<file path="config.mk">
export PLATFORM = sky130hd
export DESIGN_NAME = fsg_guard
export DESIGN_NICKNAME = d
export VERILOG_FILES = /design/src/fsg_pkg.sv /design/src/fsg_lock_store.sv /design/src/fsg_guard.sv
export SDC_FILE = /design/constraint.sdc
export NUM_CORES = 1
export LEC_CHECK = 0
export BUFFER_PORTS_ARGS = -buffer_cell sky130_fd_sc_hd__buf_2
export CORE_AREA = 3 3 59 61
export CTS_CLUSTER_DIAMETER = 150
export DETAILED_ROUTE_END_ITERATION = 8
export DIE_AREA = 0 0 62 64
export GPL_ROUTABILITY_DRIVEN = 0
export GPL_TIMING_DRIVEN = 0
export HOLD_SLACK_MARGIN = 0.02
export PLACE_DENSITY_LB_ADDON = 0.15
export SYNTH_ARGS = -nofsm -noshare
export SYNTH_HDL_FRONTEND = slang
export SYNTH_SLANG_ARGS = --single-unit
</file>
<file path="constraint.sdc">
create_clock -name core_clk -period 5.5 [get_ports core_clk]
set_input_delay 0.275 -clock core_clk [delete_from_list [all_inputs] [get_ports core_clk]]
set_output_delay 0.275 -clock core_clk [all_outputs]
set_load 0.02 [all_outputs]
</file>
<file path="src/fsg_pkg.sv">
// Constants and types shared by the flash security access guard.
package fsg_pkg;
   localparam int          ADDR_W         = 15;
   localparam int          PAGE_W         = 5;
   localparam int          PAGE_BITS      = 10;
   localparam logic [14:0] LOCK_BYTE_ADDR = 15'h7BFF;
   localparam logic [4:0]  LOCK_PAGE      = 5'h1E;
   localparam logic [14:0] RSV_LO         = 15'h7C00;
   localparam logic [14:0] RSV_HI         = 15'h7FFF;
   localparam logic [7:0]  ERASED_BYTE    = 8'hFF;
   localparam logic [7:0]  NONE_LOCKED    = 8'h00;
   localparam logic [7:0]  LOCK_RST       = 8'h00;
   localparam logic [3:0]  REG_PSC        = 4'h0;
   localparam logic [3:0]  REG_RSS        = 4'h1;
   localparam logic [3:0]  REG_LOCK       = 4'h2;
   localparam int          PROGRAM_WRITE_ENABLE_BIT       = 0;
   localparam int          PROGRAM_ERASE_ENABLE_BIT       = 1;
   localparam int          RSS_POR_BIT    = 0;
   localparam int          RSS_FERR_BIT   = 6;
   localparam logic        POR_RST        = 1'b1;
   localparam logic [7:0]  RDATA_RST      = 8'h00;

   typedef enum logic [1:0] {OP_READ, OP_WRITE, OP_ERASE, OP_FULL_ERASE} fsg_op_e;
   typedef enum logic [1:0] {V_PERMIT, V_REFUSE, V_FLASH_ERROR_RESET} fsg_verdict_e;
endpackage

</file>
<file path="src/fsg_lock_store.sv">
// Holder of the lock byte that is in force, and of its written state.
`timescale 1ns/1ps
module fsg_lock_store
(
   input  wire logic       core_clk,
   input  wire logic       sys_rst,
   input  wire logic [7:0] lock_byte_flash,
   input  wire logic       reload,
   input  wire logic       full_erase,
   input  wire logic       lock_write,
   output logic [7:0]      active_lock,
   output logic            lock_written
);
   import fsg_pkg::*;

   logic load_pending_reg;

   // The stored byte is taken in at the first edge after a reset and again on each reload.
   always_ff @(posedge core_clk or posedge sys_rst)
   begin
      if (sys_rst)
         load_pending_reg <= 1'b1;
      else
         load_pending_reg <= 1'b0;
   end

   always_ff @(posedge core_clk or posedge sys_rst)
   begin
      if (sys_rst)
         active_lock <= LOCK_RST;
      else if (full_erase)
         active_lock <= ERASED_BYTE;
      else if (load_pending_reg || reload)
         active_lock <= lock_byte_flash;
   end

   always_ff @(posedge core_clk or posedge sys_rst)
   begin
      if (sys_rst)
         lock_written <= 1'b1;
      else if (full_erase)
         lock_written <= 1'b0;
      else if (lock_write)
         lock_written <= 1'b1;
      else if (load_pending_reg || reload)
         lock_written <= (lock_byte_flash != ERASED_BYTE);
   end
endmodule // fsg_lock_store

</file>
<file path="src/fsg_guard.sv">
// Access checker for the program flash: permits, refuses or resets.
// Operation
// - Unlocked ordinary pages open to every source.
// - Locked pages: debug refused, unlocked firmware resets.
// - Lock page read/write open until something locked.
// - Lock byte read follows the same locking rule.
// - Lock page erase: debug only, firmware resets.
// - Locked lock page erased only by full erase.
// - Changing lock byte bits: debug refused, firmware resets.
// - Reserved area: debug refused, firmware resets.
// - Error reset leaves flash error flag set.
// - Debug violations are dropped, never reset.
// - Any locked page also locks lock page.
// - Written lock byte frozen until full erase; debug lock page erase is still permitted until a reset puts the byte in force.
// - Firmware lock write applies after next reset.
// - Firmware modify without supply monitor resets.
// - Interrupts held pending during write or erase.
// - Write enable is bit zero of control.
// - Locked pages counted from zero, complement value.
// - Lock byte is last user flash byte.
// - 0x7C00 to 0x7FFF is reserved area.
// - Modify needs write enable, erase also erase enable.
//
// Our own choices: strobed register access and the register addresses.
`timescale 1ns/1ps
module fsg_guard
(
   input  wire logic                       core_clk,
   input  wire logic                       sys_rst,
   input  wire logic                       req_valid,
   input  wire logic                       req_from_debug,
   input  wire fsg_pkg::fsg_op_e           req_op,
   input  wire logic [fsg_pkg::ADDR_W-1:0] req_addr,
   input  wire logic [fsg_pkg::ADDR_W-1:0] req_fetch_addr,
   input  wire logic                       supply_mon_on,
   input  wire logic                       flash_done,
   input  wire logic [7:0]                 lock_byte_flash,
   input  wire logic [3:0]                 reg_addr,
   input  wire logic [7:0]                 reg_wdata,
   input  wire logic                       reg_wr,
   input  wire logic                       reg_rd,
   output logic [7:0]                      reg_rdata,
   output logic                            resp_permit,
   output logic                            resp_refuse,
   output logic                            flash_error_reset,
   output logic                            irq_hold
);
   import fsg_pkg::*;

   fsg_verdict_e      verdict;
   fsg_verdict_e      deny;
   logic [7:0]        active_lock;
   logic              lock_written;
   logic              any_locked;
   logic              fw_locked;
   logic              tgt_locked;
   logic              tgt_rsv;
   logic              tgt_lock_page;
   logic              tgt_lock_byte;
   logic              modify;
   logic              permit_reg;
   logic              refuse_reg;
   logic              flash_error_reset_reg;
   logic              busy_reg;
   logic              program_write_enable_reg;
   logic              program_erase_enable_reg;
   logic              mon_rst_en_reg;
   logic              por_flag_reg;
   logic              ferr_flag_reg;
   logic [7:0]        rdata_reg;
   logic [7:0]        rdata_next;
   logic              full_erase_ok;
   logic              lock_write_ok;

   // A page is locked when below the complement count, or when it holds the lock byte and anything is locked.
   function automatic logic page_locked(input logic [PAGE_W-1:0] pg, input logic [7:0] lb);
      logic [7:0] n;
      n = ~lb;
      page_locked = ({3'h0, pg} < n) || ((pg == LOCK_PAGE) && (n != NONE_LOCKED));
   endfunction

   fsg_lock_store u_lock
   (
      .core_clk        (core_clk),
      .sys_rst         (sys_rst),
      .lock_byte_flash (lock_byte_flash),
      .reload          (flash_error_reset_reg),
      .full_erase      (full_erase_ok),
      .lock_write      (lock_write_ok),
      .active_lock     (active_lock),
      .lock_written    (lock_written)
   );

   assign any_locked    = (active_lock != ERASED_BYTE);
   assign fw_locked     = page_locked(req_fetch_addr[ADDR_W-1:PAGE_BITS], active_lock);
   assign tgt_locked    = page_locked(req_addr[ADDR_W-1:PAGE_BITS], active_lock);
   assign tgt_rsv       = (req_addr >= RSV_LO) && (req_addr <= RSV_HI);
   assign tgt_lock_page = (req_addr[ADDR_W-1:PAGE_BITS] == LOCK_PAGE);
   assign tgt_lock_byte = (req_addr == LOCK_BYTE_ADDR);
   assign modify        = (req_op != OP_READ);
   assign deny          = req_from_debug ? V_REFUSE : V_FLASH_ERROR_RESET;

   // Checks run in priority order; the first match decides.
   always_comb
   begin
      verdict = V_PERMIT;
      if (!req_from_debug && (req_op == OP_FULL_ERASE))
         verdict = V_FLASH_ERROR_RESET;
      else if (!req_from_debug && modify && !program_write_enable_reg)
         verdict = V_REFUSE;
      else if (!req_from_debug && (req_op == OP_ERASE) && !program_erase_enable_reg)
         verdict = V_REFUSE;
      else if (!req_from_debug && modify && !(supply_mon_on && mon_rst_en_reg))
         verdict = V_FLASH_ERROR_RESET;
      else if (req_from_debug && (req_op == OP_FULL_ERASE))
         verdict = V_PERMIT;
      else if (tgt_rsv)
         verdict = deny;
      else if (tgt_lock_page && (req_op == OP_ERASE))
         verdict = (req_from_debug && !any_locked) ? V_PERMIT : deny;
      else if (tgt_lock_byte && (req_op == OP_WRITE) && lock_written)
         verdict = deny;
      else if (tgt_locked && !req_from_debug && fw_locked)
         verdict = V_PERMIT;
      else if (tgt_locked)
         verdict = deny;
   end

   assign full_erase_ok = req_valid && (verdict == V_PERMIT) && (req_op == OP_FULL_ERASE);
   assign lock_write_ok = req_valid && (verdict == V_PERMIT) && (req_op == OP_WRITE) && tgt_lock_byte;

   always_ff @(posedge core_clk or posedge sys_rst)
   begin
      if (sys_rst)
      begin
         permit_reg <= 1'b0;
         refuse_reg <= 1'b0;
         flash_error_reset_reg   <= 1'b0;
      end
      else
      begin
         permit_reg <= req_valid && (verdict == V_PERMIT);
         refuse_reg <= req_valid && (verdict == V_REFUSE);
         flash_error_reset_reg   <= req_valid && (verdict == V_FLASH_ERROR_RESET);
      end
   end

   assign resp_permit       = permit_reg;
   assign resp_refuse       = refuse_reg;
   assign flash_error_reset = flash_error_reset_reg;

   // Interrupt service waits while a permitted write or erase is in the array.
   always_ff @(posedge core_clk or posedge sys_rst)
   begin
      if (sys_rst)
         busy_reg <= 1'b0;
      else if (req_valid && (verdict == V_PERMIT) && modify)
         busy_reg <= 1'b1;
      else if (flash_done || flash_error_reset_reg)
         busy_reg <= 1'b0;
   end

   assign irq_hold = busy_reg;

   // The error reset is a device reset, so the enables fall back to zero.
   always_ff @(posedge core_clk or posedge sys_rst)
   begin
      if (sys_rst)
      begin
         program_write_enable_reg <= 1'b0;
         program_erase_enable_reg <= 1'b0;
      end
      else if (flash_error_reset_reg)
      begin
         program_write_enable_reg <= 1'b0;
         program_erase_enable_reg <= 1'b0;
      end
      else if (reg_wr && (reg_addr == REG_PSC))
      begin
         program_write_enable_reg <= reg_wdata[PROGRAM_WRITE_ENABLE_BIT];
         program_erase_enable_reg <= reg_wdata[PROGRAM_ERASE_ENABLE_BIT];
      end
   end

   // Writing the power-on flag position enables the supply monitor as a reset source.
   always_ff @(posedge core_clk or posedge sys_rst)
   begin
      if (sys_rst)
         mon_rst_en_reg <= 1'b0;
      else if (reg_wr && (reg_addr == REG_RSS))
         mon_rst_en_reg <= reg_wdata[RSS_POR_BIT];
   end

   always_ff @(posedge core_clk or posedge sys_rst)
   begin
      if (sys_rst)
      begin
         por_flag_reg  <= POR_RST;
         ferr_flag_reg <= 1'b0;
      end
      else if (flash_error_reset_reg)
      begin
         por_flag_reg  <= 1'b0;
         ferr_flag_reg <= 1'b1;
      end
   end

   always_comb
   begin
      rdata_next = RDATA_RST;
      if (reg_rd)
      begin
         unique case (reg_addr)
            REG_PSC:
               rdata_next = {6'h00, program_erase_enable_reg, program_write_enable_reg};
            REG_RSS:
            begin
               rdata_next[RSS_FERR_BIT] = ferr_flag_reg;
               rdata_next[RSS_POR_BIT]  = por_flag_reg;
            end
            REG_LOCK:
               rdata_next = active_lock;
            default:
               rdata_next = RDATA_RST;
         endcase
      end
   end

   always_ff @(posedge core_clk or posedge sys_rst)
   begin
      if (sys_rst)
         rdata_reg <= RDATA_RST;
      else
         rdata_reg <= rdata_next;
   end

   assign reg_rdata = rdata_reg;
endmodule // fsg_guard

</file>
; ---- Word-level counts from Yosys, hierarchy flattened
; Cells that the tools add are included.
[classes]
order_cmp = 4
eq_ne = 12
muxes = 28
n_bitwise = 1
n_reduce_logical = 43
[op_table]
columns = operator, n
row1 = logical AND 1 bit, 26
row2 = 2-to-1 mux 2 bit, 12
row3 = 2-to-1 mux 8 bit, 3
row4 = < comparator 5 x 8 -> 1 bit, 2
row5 = inequality test 8 bit (second input constant), 2
row6 = equality test 15 bit (second input constant), 1
row7 = >= comparator 15 bit (second input constant), 1
row8 = less-or-equal comparator 15 bit (second input constant), 1
row9 = equality test 5 bit (second input constant), 2
row10 = 2-to-1 mux 1 bit, 10
row11 = case mux 5 bit (2 select lines), 1
row12 = inverter 8 bit, 1
row13 = nonzero test 2 bit, 4
row14 = nonzero test 8 bit, 1
row15 = equality test 2 bit (second input constant), 3
row16 = zero test 1 bit, 5
row17 = equality test 2 x 1 -> 1 bit (second input constant), 2
row18 = equality test 4 x 1 -> 1 bit (second input constant), 1
row19 = equality test 4 x 2 -> 1 bit (second input constant), 1
row20 = zero test 4 bit, 1
row21 = logical OR 1 bit, 4
row22 = case mux 1 bit (3 select lines), 1
row23 = nonzero test 3 bit, 1
row24 = zero test 2 bit, 1
row25 = case mux 1 bit (2 select lines), 1
[word_totals]
regBits = 27
in_bits = 60
output_inout_bits = 12
wordCells = 101

; ---- Logic depth before layout (Yosys ltp)
; Gate-level depths: netlist of the first run.
[depth]
ltp_word = 21
ltp_mapped = 7
mapped_depth_nobuf = 7

; ---- Hierarchy
; A second synthesis of the first run with hierarchy kept.
[hier_totals]
cells_unflattened = 165
area_unflattened_um2 = 1672.9
[by_module_without_submodules]
columns = module, instances, cells_each, area_per_inst_um2, seq_area_each_um2
row1 = fsg_guard, 1, 118, 1211.2, 426.7
row2 = fsg_lock_store, 1, 47, 461.7, 252.7

; ---- Least setup slack after synthesis of the first run
; No wires, ideal clock.
[synth_timing]
kind = flip-flop to flip-flop
startpoint = register u_lock.active_lock[3]
endpoint = register u_lock.lock_written
setup_ns = 0.086
arrival_ns = 1.885
required_ns = 5.414
setup_slack_ns = 3.529
stages_incl_launch_ff = 8
n_path_buf = 0
period_less_slack_ns = 1.971
path_cell_list = dfrtp_1 ha_1 o21ai_0 a21o_1 a221oi_2 nor3_1 o32a_2 o31ai_2
[synth_via]
elab_chain_cells = 21
elab_cells_between_ends = 32
cone_classes = 2 x order compare / 1 x eq/ne / 13 x mux / 1 x bitwise / 15 x reduce/logical
[synth_rtl]
columns = item, line_no
row1 = "start, declared", fsg_lock_store.sv:11  ; output logic [7:0] active_lock,
row2 = "start signal, assigned", fsg_lock_store.sv:34  ; active_lock <= lock_byte_flash;
row3 = "parallel branches: the longest is 8 deep, another holds < comparator 5 x 8 -> 1 bit", n/a
row4 = 2-to-1 mux 2 bit *, fsg_guard.sv:119  ; else if (tgt_lock_page && (req_op == OP_ERASE))
row5 = 2-to-1 mux 2 bit *, fsg_guard.sv:117  ; else if (tgt_rsv)
row6 = 2-to-1 mux 2 bit *, fsg_guard.sv:115  ; else if (req_from_debug && (req_op == OP_FULL_ERASE))
row7 = 2-to-1 mux 2 bit *, fsg_guard.sv:113  ; else if (!req_from_debug && modify && !(supply_mon_on && mon_rst_en_reg))
row8 = 2-to-1 mux 2 bit *, fsg_guard.sv:111  ; else if (!req_from_debug && (req_op == OP_ERASE) && !program_erase_enable_reg)
row9 = 2-to-1 mux 2 bit *, fsg_guard.sv:109  ; else if (!req_from_debug && modify && !program_write_enable_reg)
row10 = 2-to-1 mux 2 bit *, fsg_guard.sv:107  ; if (!req_from_debug && (req_op == OP_FULL_ERASE))
row11 = zero test 2 bit *, "fsg_guard.sv:129, fsg_guard.sv:130"
row12 = logical AND 1 bit *, "fsg_guard.sv:129, fsg_guard.sv:130"
row13 = logical AND 1 bit (2 in a row), fsg_guard.sv:130  ; assign lock_write_ok = req_valid && (verdict == V_PERMIT) && (req_op == OP_WRITE) && tgt_lock_byte;
row14 = 2-to-1 mux 1 bit, fsg_lock_store.sv:43  ; else if (lock_write)
row15 = 2-to-1 mux 1 bit, fsg_lock_store.sv:41  ; else if (full_erase)
row16 = "end signal, assigned", fsg_lock_store.sv:46  ; lock_written <= (lock_byte_flash != ERASED_BYTE);
row17 = "end, declared", fsg_lock_store.sv:12  ; output logic lock_written
; Mark *: on every way between the ends.
; A chain may end at the register's enable or synchronous reset.

; ---- Worst setup path after layout of the first run
; Ends and elaborated chain as after synthesis.

==> metrics, run 1 <==
final setup vio count 0; Net Sw Frac 0.300; Starting Density 0.477; ANT nets after route 0; Core Area 3030 sq um; Site Rows 20; P_int 0.000277 W; minimum clock period 2.28 ns; Routed WL 3470 um; yosys warns 0; post-CTS sizing 0; area leader, netlist dfrtp_1; critical-path maximum fanout 6; multiplexer area fraction after synthesis 0.0355; Total Routing Usage GR 0.185; CTS Buf Count 3; Max VDD drop 0.0000869 V; most area-consuming cells after synthesis dfrtp_1 (42%), nand2_1 (7.0%), ha_1 (6.9%), dfstp_2 (5.5%), nor2_1 (4.2%); Filler Cell Count 290; ys flop type dfrtp_1; htree depth 1; #FFs+latches synth 27; ys async rst share 1.00; DIE AREA 3970 sq um; sw power 0.000119 W; critical path arrival 2.54 ns; Post-synth EDFFs 0; I/O pins 72; largest net degree at the start of global routing 28; Syn-to-layout area delta 24.6%; sequential-to-total area share from yosys stat 0.470; endpoint class of the critical path flip-flop; HPWL Detailed 2740 um; Synth Area in Adders 0.0693; # Post-CTS Setup Buffers 0; Worst Path Required 5.76 ns; final worst path period share 0.414; largest family of logic cells by synthesized area simple AND/OR/NAND/NOR gates; maxcap violations 0; status finished, final reports clean; CTS tree done; most numerous cell in the Yosys netlist nand2_1; count of final hold-check violations 0; detailed-router iteration count before antenna repair 4; vias in the first global route 1,405; setup TNS 0 ns; clock share of power 0.218; Avg WL per Cell 13.4 um; Die X 62 um; max frequency 0.439 GHz; Root Driver clkbuf_4; Remaining Overflow, GRT 0; clock-pin slew on the worst setup and hold paths 0.15 ns; worst-path cell chain ha_1 -> o21ai_0 -> a21o_1 -> a221oi_2 -> nor3_1 -> o32a_2 -> o31ai_2; Crit path largest cell delay 0.49 ns; Slew Viols, Final 0; unrepaired setup endpoints after global routing false; worst slew pin tran 0.959 ns; DRC 0; layout cells sized above 1 0.321; Pwr Total 0.000396 W; Compound-Gate Fraction of Synth Area 0.122; most frequent cells after synthesis nand2_1 (27), dfrtp_1 (24), nor2_1 (16), nand3_1 (11); final net count 284; crit path kind flip-flop to flip-flop; first-pass GRT wire length 5660 um; Cells after Synth 157; Power Dens Cells 220 nW/um^2; hold buffers post-CTS 0; detailed-route via count 1,408; Clock Skew 0.00727 ns; Flop pwr share 0.572; post-synthesis instance area 1450 sq um; Gate power share 0.210; share of the synthesized area in the top cell type 0.416; Via density 5.44; CTS Buffer Depth 2; Post-Synth XOR/XNOR Area 0; simple-gate share of the synthesized area 0.287; Slew headroom 0.360; LEAKAGE 0.926 nW; syn_nets 225; Die Height 64 um; Critical-path top delay cell dfrtp_1; Port-buffer cells 54; worst skew pair latency 0.33 ns; Mean Syn Cell Area 9.20 sq um; Antenna Cells 0; initial antenna violation count 0; Yosys cell types 36; Worst Setup Start Kind flip-flop; worst hold path type input port to async pin; DR iter-0 viols 45; clock sink total 27
cell usage in the layout (no fill, tap or decap), types with 4 or more instances in the layout:
master   netlist  routed
nor2_1        16      16
nand2_1       27      27
nand3_1       11      11
and2_1         5       5
nand4_1        7       7
mux2i_1        4       4
o21ai_0        5       5
buf_2          1      55
nor3_1         4       4
a21oi_1        8       8
dfrtp_1       24      24
ha_1           8       8
logic make-up after synthesis:
logic type / Yosys count
and+or+nand+nor: 85
DFF: 27
AOI/OAI and AO/OA: 26
adders and majority gates: 8
buffers and inverters: 5
muxes: 5
other: 1
critical path, delay by kind of cell (launching register included):
family          cells  cell delay, ns
compound gates      5            1.26
flops               1            0.49
fa+ha+maj           1            0.30
simple gates        1            0.15
layer usage:
layer	vias to the layer above	global-route usage	wire [um]	part of all wire
met5	-	0	0	0
met4	0	0.0769	59	0.017
met3	6	0.0283	181	0.052
met2	53	0.312	1780	0.51
met1	674	0.224	1450	0.42
li1	675	-	-	-
final cells by class:
class / count / area [sq um] / share of cell area
inverters: 3 / 11.3 / 0.00625
well taps: 44 / 55.1 / 0.0306
plain buffers: 2 / 8.76 / 0.00486
repair buffers: 54 / 270 / 0.150
clock inverters: 1 / 7.51 / 0.00417
multi-input cells: 125 / 746 / 0.414
clock buffers: 3 / 22.5 / 0.0125
flip-flops and latches: 27 / 679 / 0.377
power by group through the flow:
stage | clock network (W) | registers (W) | logic [W]
2_1_floorplan | 0 | 0.000228 | 0.0000470
3_3_place_gp | 0 | 0.000229 | 0.0000787
3_5_place_dp | 0 | 0.000230 | 0.0000829
4_1_cts | 0.0000882 | 0.000226 | 0.0000837
5_1_grt | 0.0000969 | 0.000228 | 0.0000954
6_report | 0.0000862 | 0.000226 | 0.0000831
path summary, 6_finish.rpt:
kind	startpoint	end	slack, ns	cells past startpoint
min	sys_rst	u_lock.active_lock[7]	0.14	2
max	u_lock.active_lock[3]	u_lock.lock_written	3.22	7
max reg2reg	u_lock.active_lock[3]	u_lock.lock_written	3.22	7
min in group core_clk	reg_addr[0]	reg_rdata[1]	0.16	2
max in group asynchronous	sys_rst	ferr_flag_reg	4.78	2
min reg2reg	ferr_flag_reg	ferr_flag_reg	0.50	1
through the flow:
| step | setup slack (ns) | std cells | hold slack, ns | utilization | area, sq um |
|---|---|---|---|---|---|
| after floorplan | 3.53 | 157 | 0.325 | - | 1450 |
| after global placement | 3.33 | 255 | 0.454 | 0.585 | 1770 |
| after detailed placement | 3.27 | 255 | 0.460 | 0.585 | 1770 |
| after CTS | 3.24 | 259 | 0.151 | 0.595 | 1800 |
| after global routing | 3.12 | 259 | 0.159 | 0.595 | 1800 |
| final | 3.22 | 259 | 0.138 | 0.595 | 1800 |
No activity file was read; power rests on OpenSTA's default activity.
==> run 2: changes to the inputs <==
- CORE_AREA: 3 3 59 61 -> 3 3 61 63
- DIE_AREA: 0 0 62 64 -> 0 0 64 66
- clock period: 5.5 -> 2.1 ns (I/O delays scaled with it)
==> run 2 against run 1 <==
Clock power grew to 2.7 times the previous value. First-iteration DRC count is 110% higher. Critical path type unchanged. Maximum frequency is 11% higher.
==> metrics, run 2 (synthesis results as in run 1) <==
status finished, final reports clean; LEAKAGE 1.02 nW; Worst Path Required 2.36 ns; detailed-route via count 1,482; worst-path cell chain ha_1 -> o21ai_1 -> a21o_1 -> a221oi_2 -> buf_4 -> a221oi_2 -> o32a_2 -> o31ai_2; Avg WL per Cell 13.4 um; final setup vio count 0; Bufs and invs on worst path 1; CP delay by family, top compound AO/OA/AOI/OAI gates; layout cells sized above 1 0.356; Max VDD drop 0.000232 V; I/O pins 72; Root Driver clkbuf_4; unrepaired setup endpoints after global routing true; worst slew pin tran 0.988 ns; worst hold path type input port to flip-flop; htree depth 1; Slew Viols, Final 0; DRC 0; Syn-to-layout area delta 41.4%; largest net degree at the start of global routing 28; commonest non-fill, non-tap cells in the layout buf_2 (55), nand2_1 (27), dfrtp_1 (22); minimum clock period 2.04 ns; Remaining Overflow, GRT 0; detailed-router iteration count before antenna repair 4; Total Routing Usage GR 0.191; clock sink total 27; CTS Buf Count 3; Die X 64 um; first-pass GRT wire length 6250 um; cell mode on critical path a221oi_2; commonest non-fill, non-tap cell in the layout buf_2; Port-buffer cells 54; Worst Hold Slack 0.0452 ns; critical-path maximum fanout 3; Site Rows 21; Die Height 66 um; Starting Density 0.440; Core Area 3280 sq um; Critical-path top delay cell dfrtp_1; worst skew pair latency 0.33 ns; placed cells 257; ANT nets after route 0; CTS Buffer Depth 2; crit path kind flip-flop to flip-flop; max frequency 0.489 GHz; DR iter-0 viols 94; final net count 305; DIE AREA 4220 sq um; CTS tree done; Crit path largest cell delay 0.44 ns; Via density 5.26; Routed WL 3790 um; maxcap violations 0; endpoint class of the critical path flip-flop; Clock Skew 0.00568 ns; HPWL Detailed 2750 um; Pwr Total 0.00110 W; vias in the first global route 1,444; initial antenna violation count 0; post-route insts no fill 282; count of final hold-check violations 0; Power Dens Cells 538 nW/um^2; critical path arrival 2.30 ns; Worst Setup Start Kind flip-flop; clock-pin slew on the worst setup and hold paths 0.15 ns; Finished Core Util 0.622; Antenna Cells 0; final worst path period share 0.973; Slew headroom 0.341
==> run 2: worst min-delay path, cell delays in order <==
cell	delay, ns
buf_2	0.10
nand2_1	0.11
a21oi_1	0.05
==> run 2: layer usage <==
layer  vias up  global-route usage  share of wire  wire [um]
met2        47               0.345           0.52       1960
met5         -                   0              0          0
li1        727                   -              -          -
met3         9              0.0170          0.042        161
met1       699               0.226           0.41       1550
met4         0              0.0943          0.030        113
==> run 2: worst paths after layout <==
path	from	endpoint	slack, ns	cells past startpoint
min in group asynchronous	sys_rst	reg_rdata[5]	0.52	3
worst min-delay path	reg_rd	reg_rdata[6]	0.05	3
max in group asynchronous	sys_rst	u_lock.active_lock[3]	0.92	3
worst max-delay path	u_lock.active_lock[1]	u_lock.lock_written	0.06	8
worst max register to register	u_lock.active_lock[1]	u_lock.lock_written	0.06	8
worst min register to register	por_flag_reg	por_flag_reg	0.49	1
==> run 2: final cells by class <==
| class | count | area, sq um |
|---|---|---|
| clock inverter | 1 | 7.51 |
| timing repair buffer | 75 | 465 |
| buffer | 2 | 8.76 |
| inverter | 3 | 11.3 |
| clock buffer | 3 | 22.5 |
| tap | 46 | 57.6 |
| multi-input combinational | 125 | 788 |
| fill | 292 | 1240 |
| sequential | 27 | 682 |
==> run 2: what timing repair did <==
| item | 4_1_cts | 5_1_grt |
|---|---|---|
| pin swaps | 2 | 7 |
| hold endpoints to repair | 38 | 0 |
| buffers inserted | 4 | 2 |
| hold buffers | 15 | 0 |
| endpoints found under the setup margin | 3 | 2 |
| resized for setup | 4 | 6 |
==> run 2: power breakdown <==
group / total [W] / switching (W) / internal [W] / leakage (nW)
Clock: 0.000233 / 0.000160 / 0.0000730 / 0.0139
Combinational: 0.000279 / 0.000141 / 0.000138 / 0.672
Sequential: 0.000588 / 0.0000310 / 0.000557 / 0.337
Total: 0.00110 / 0.000332 / 0.000768 / 1.02
==> run 2: through the flow <==
stage / setup slack, ns / TNS [ns] / cell area [sq um]
final: 0.0559 / 0 / 2040
after global placement: -0.0724 / -0.122 / 1770
after CTS: 0.00675 / 0 / 2000
after global routing: -0.0488 / -0.0812 / 2040
after floorplan: 0.129 / 0 / 1450
after detailed placement: -0.107 / -0.204 / 1770
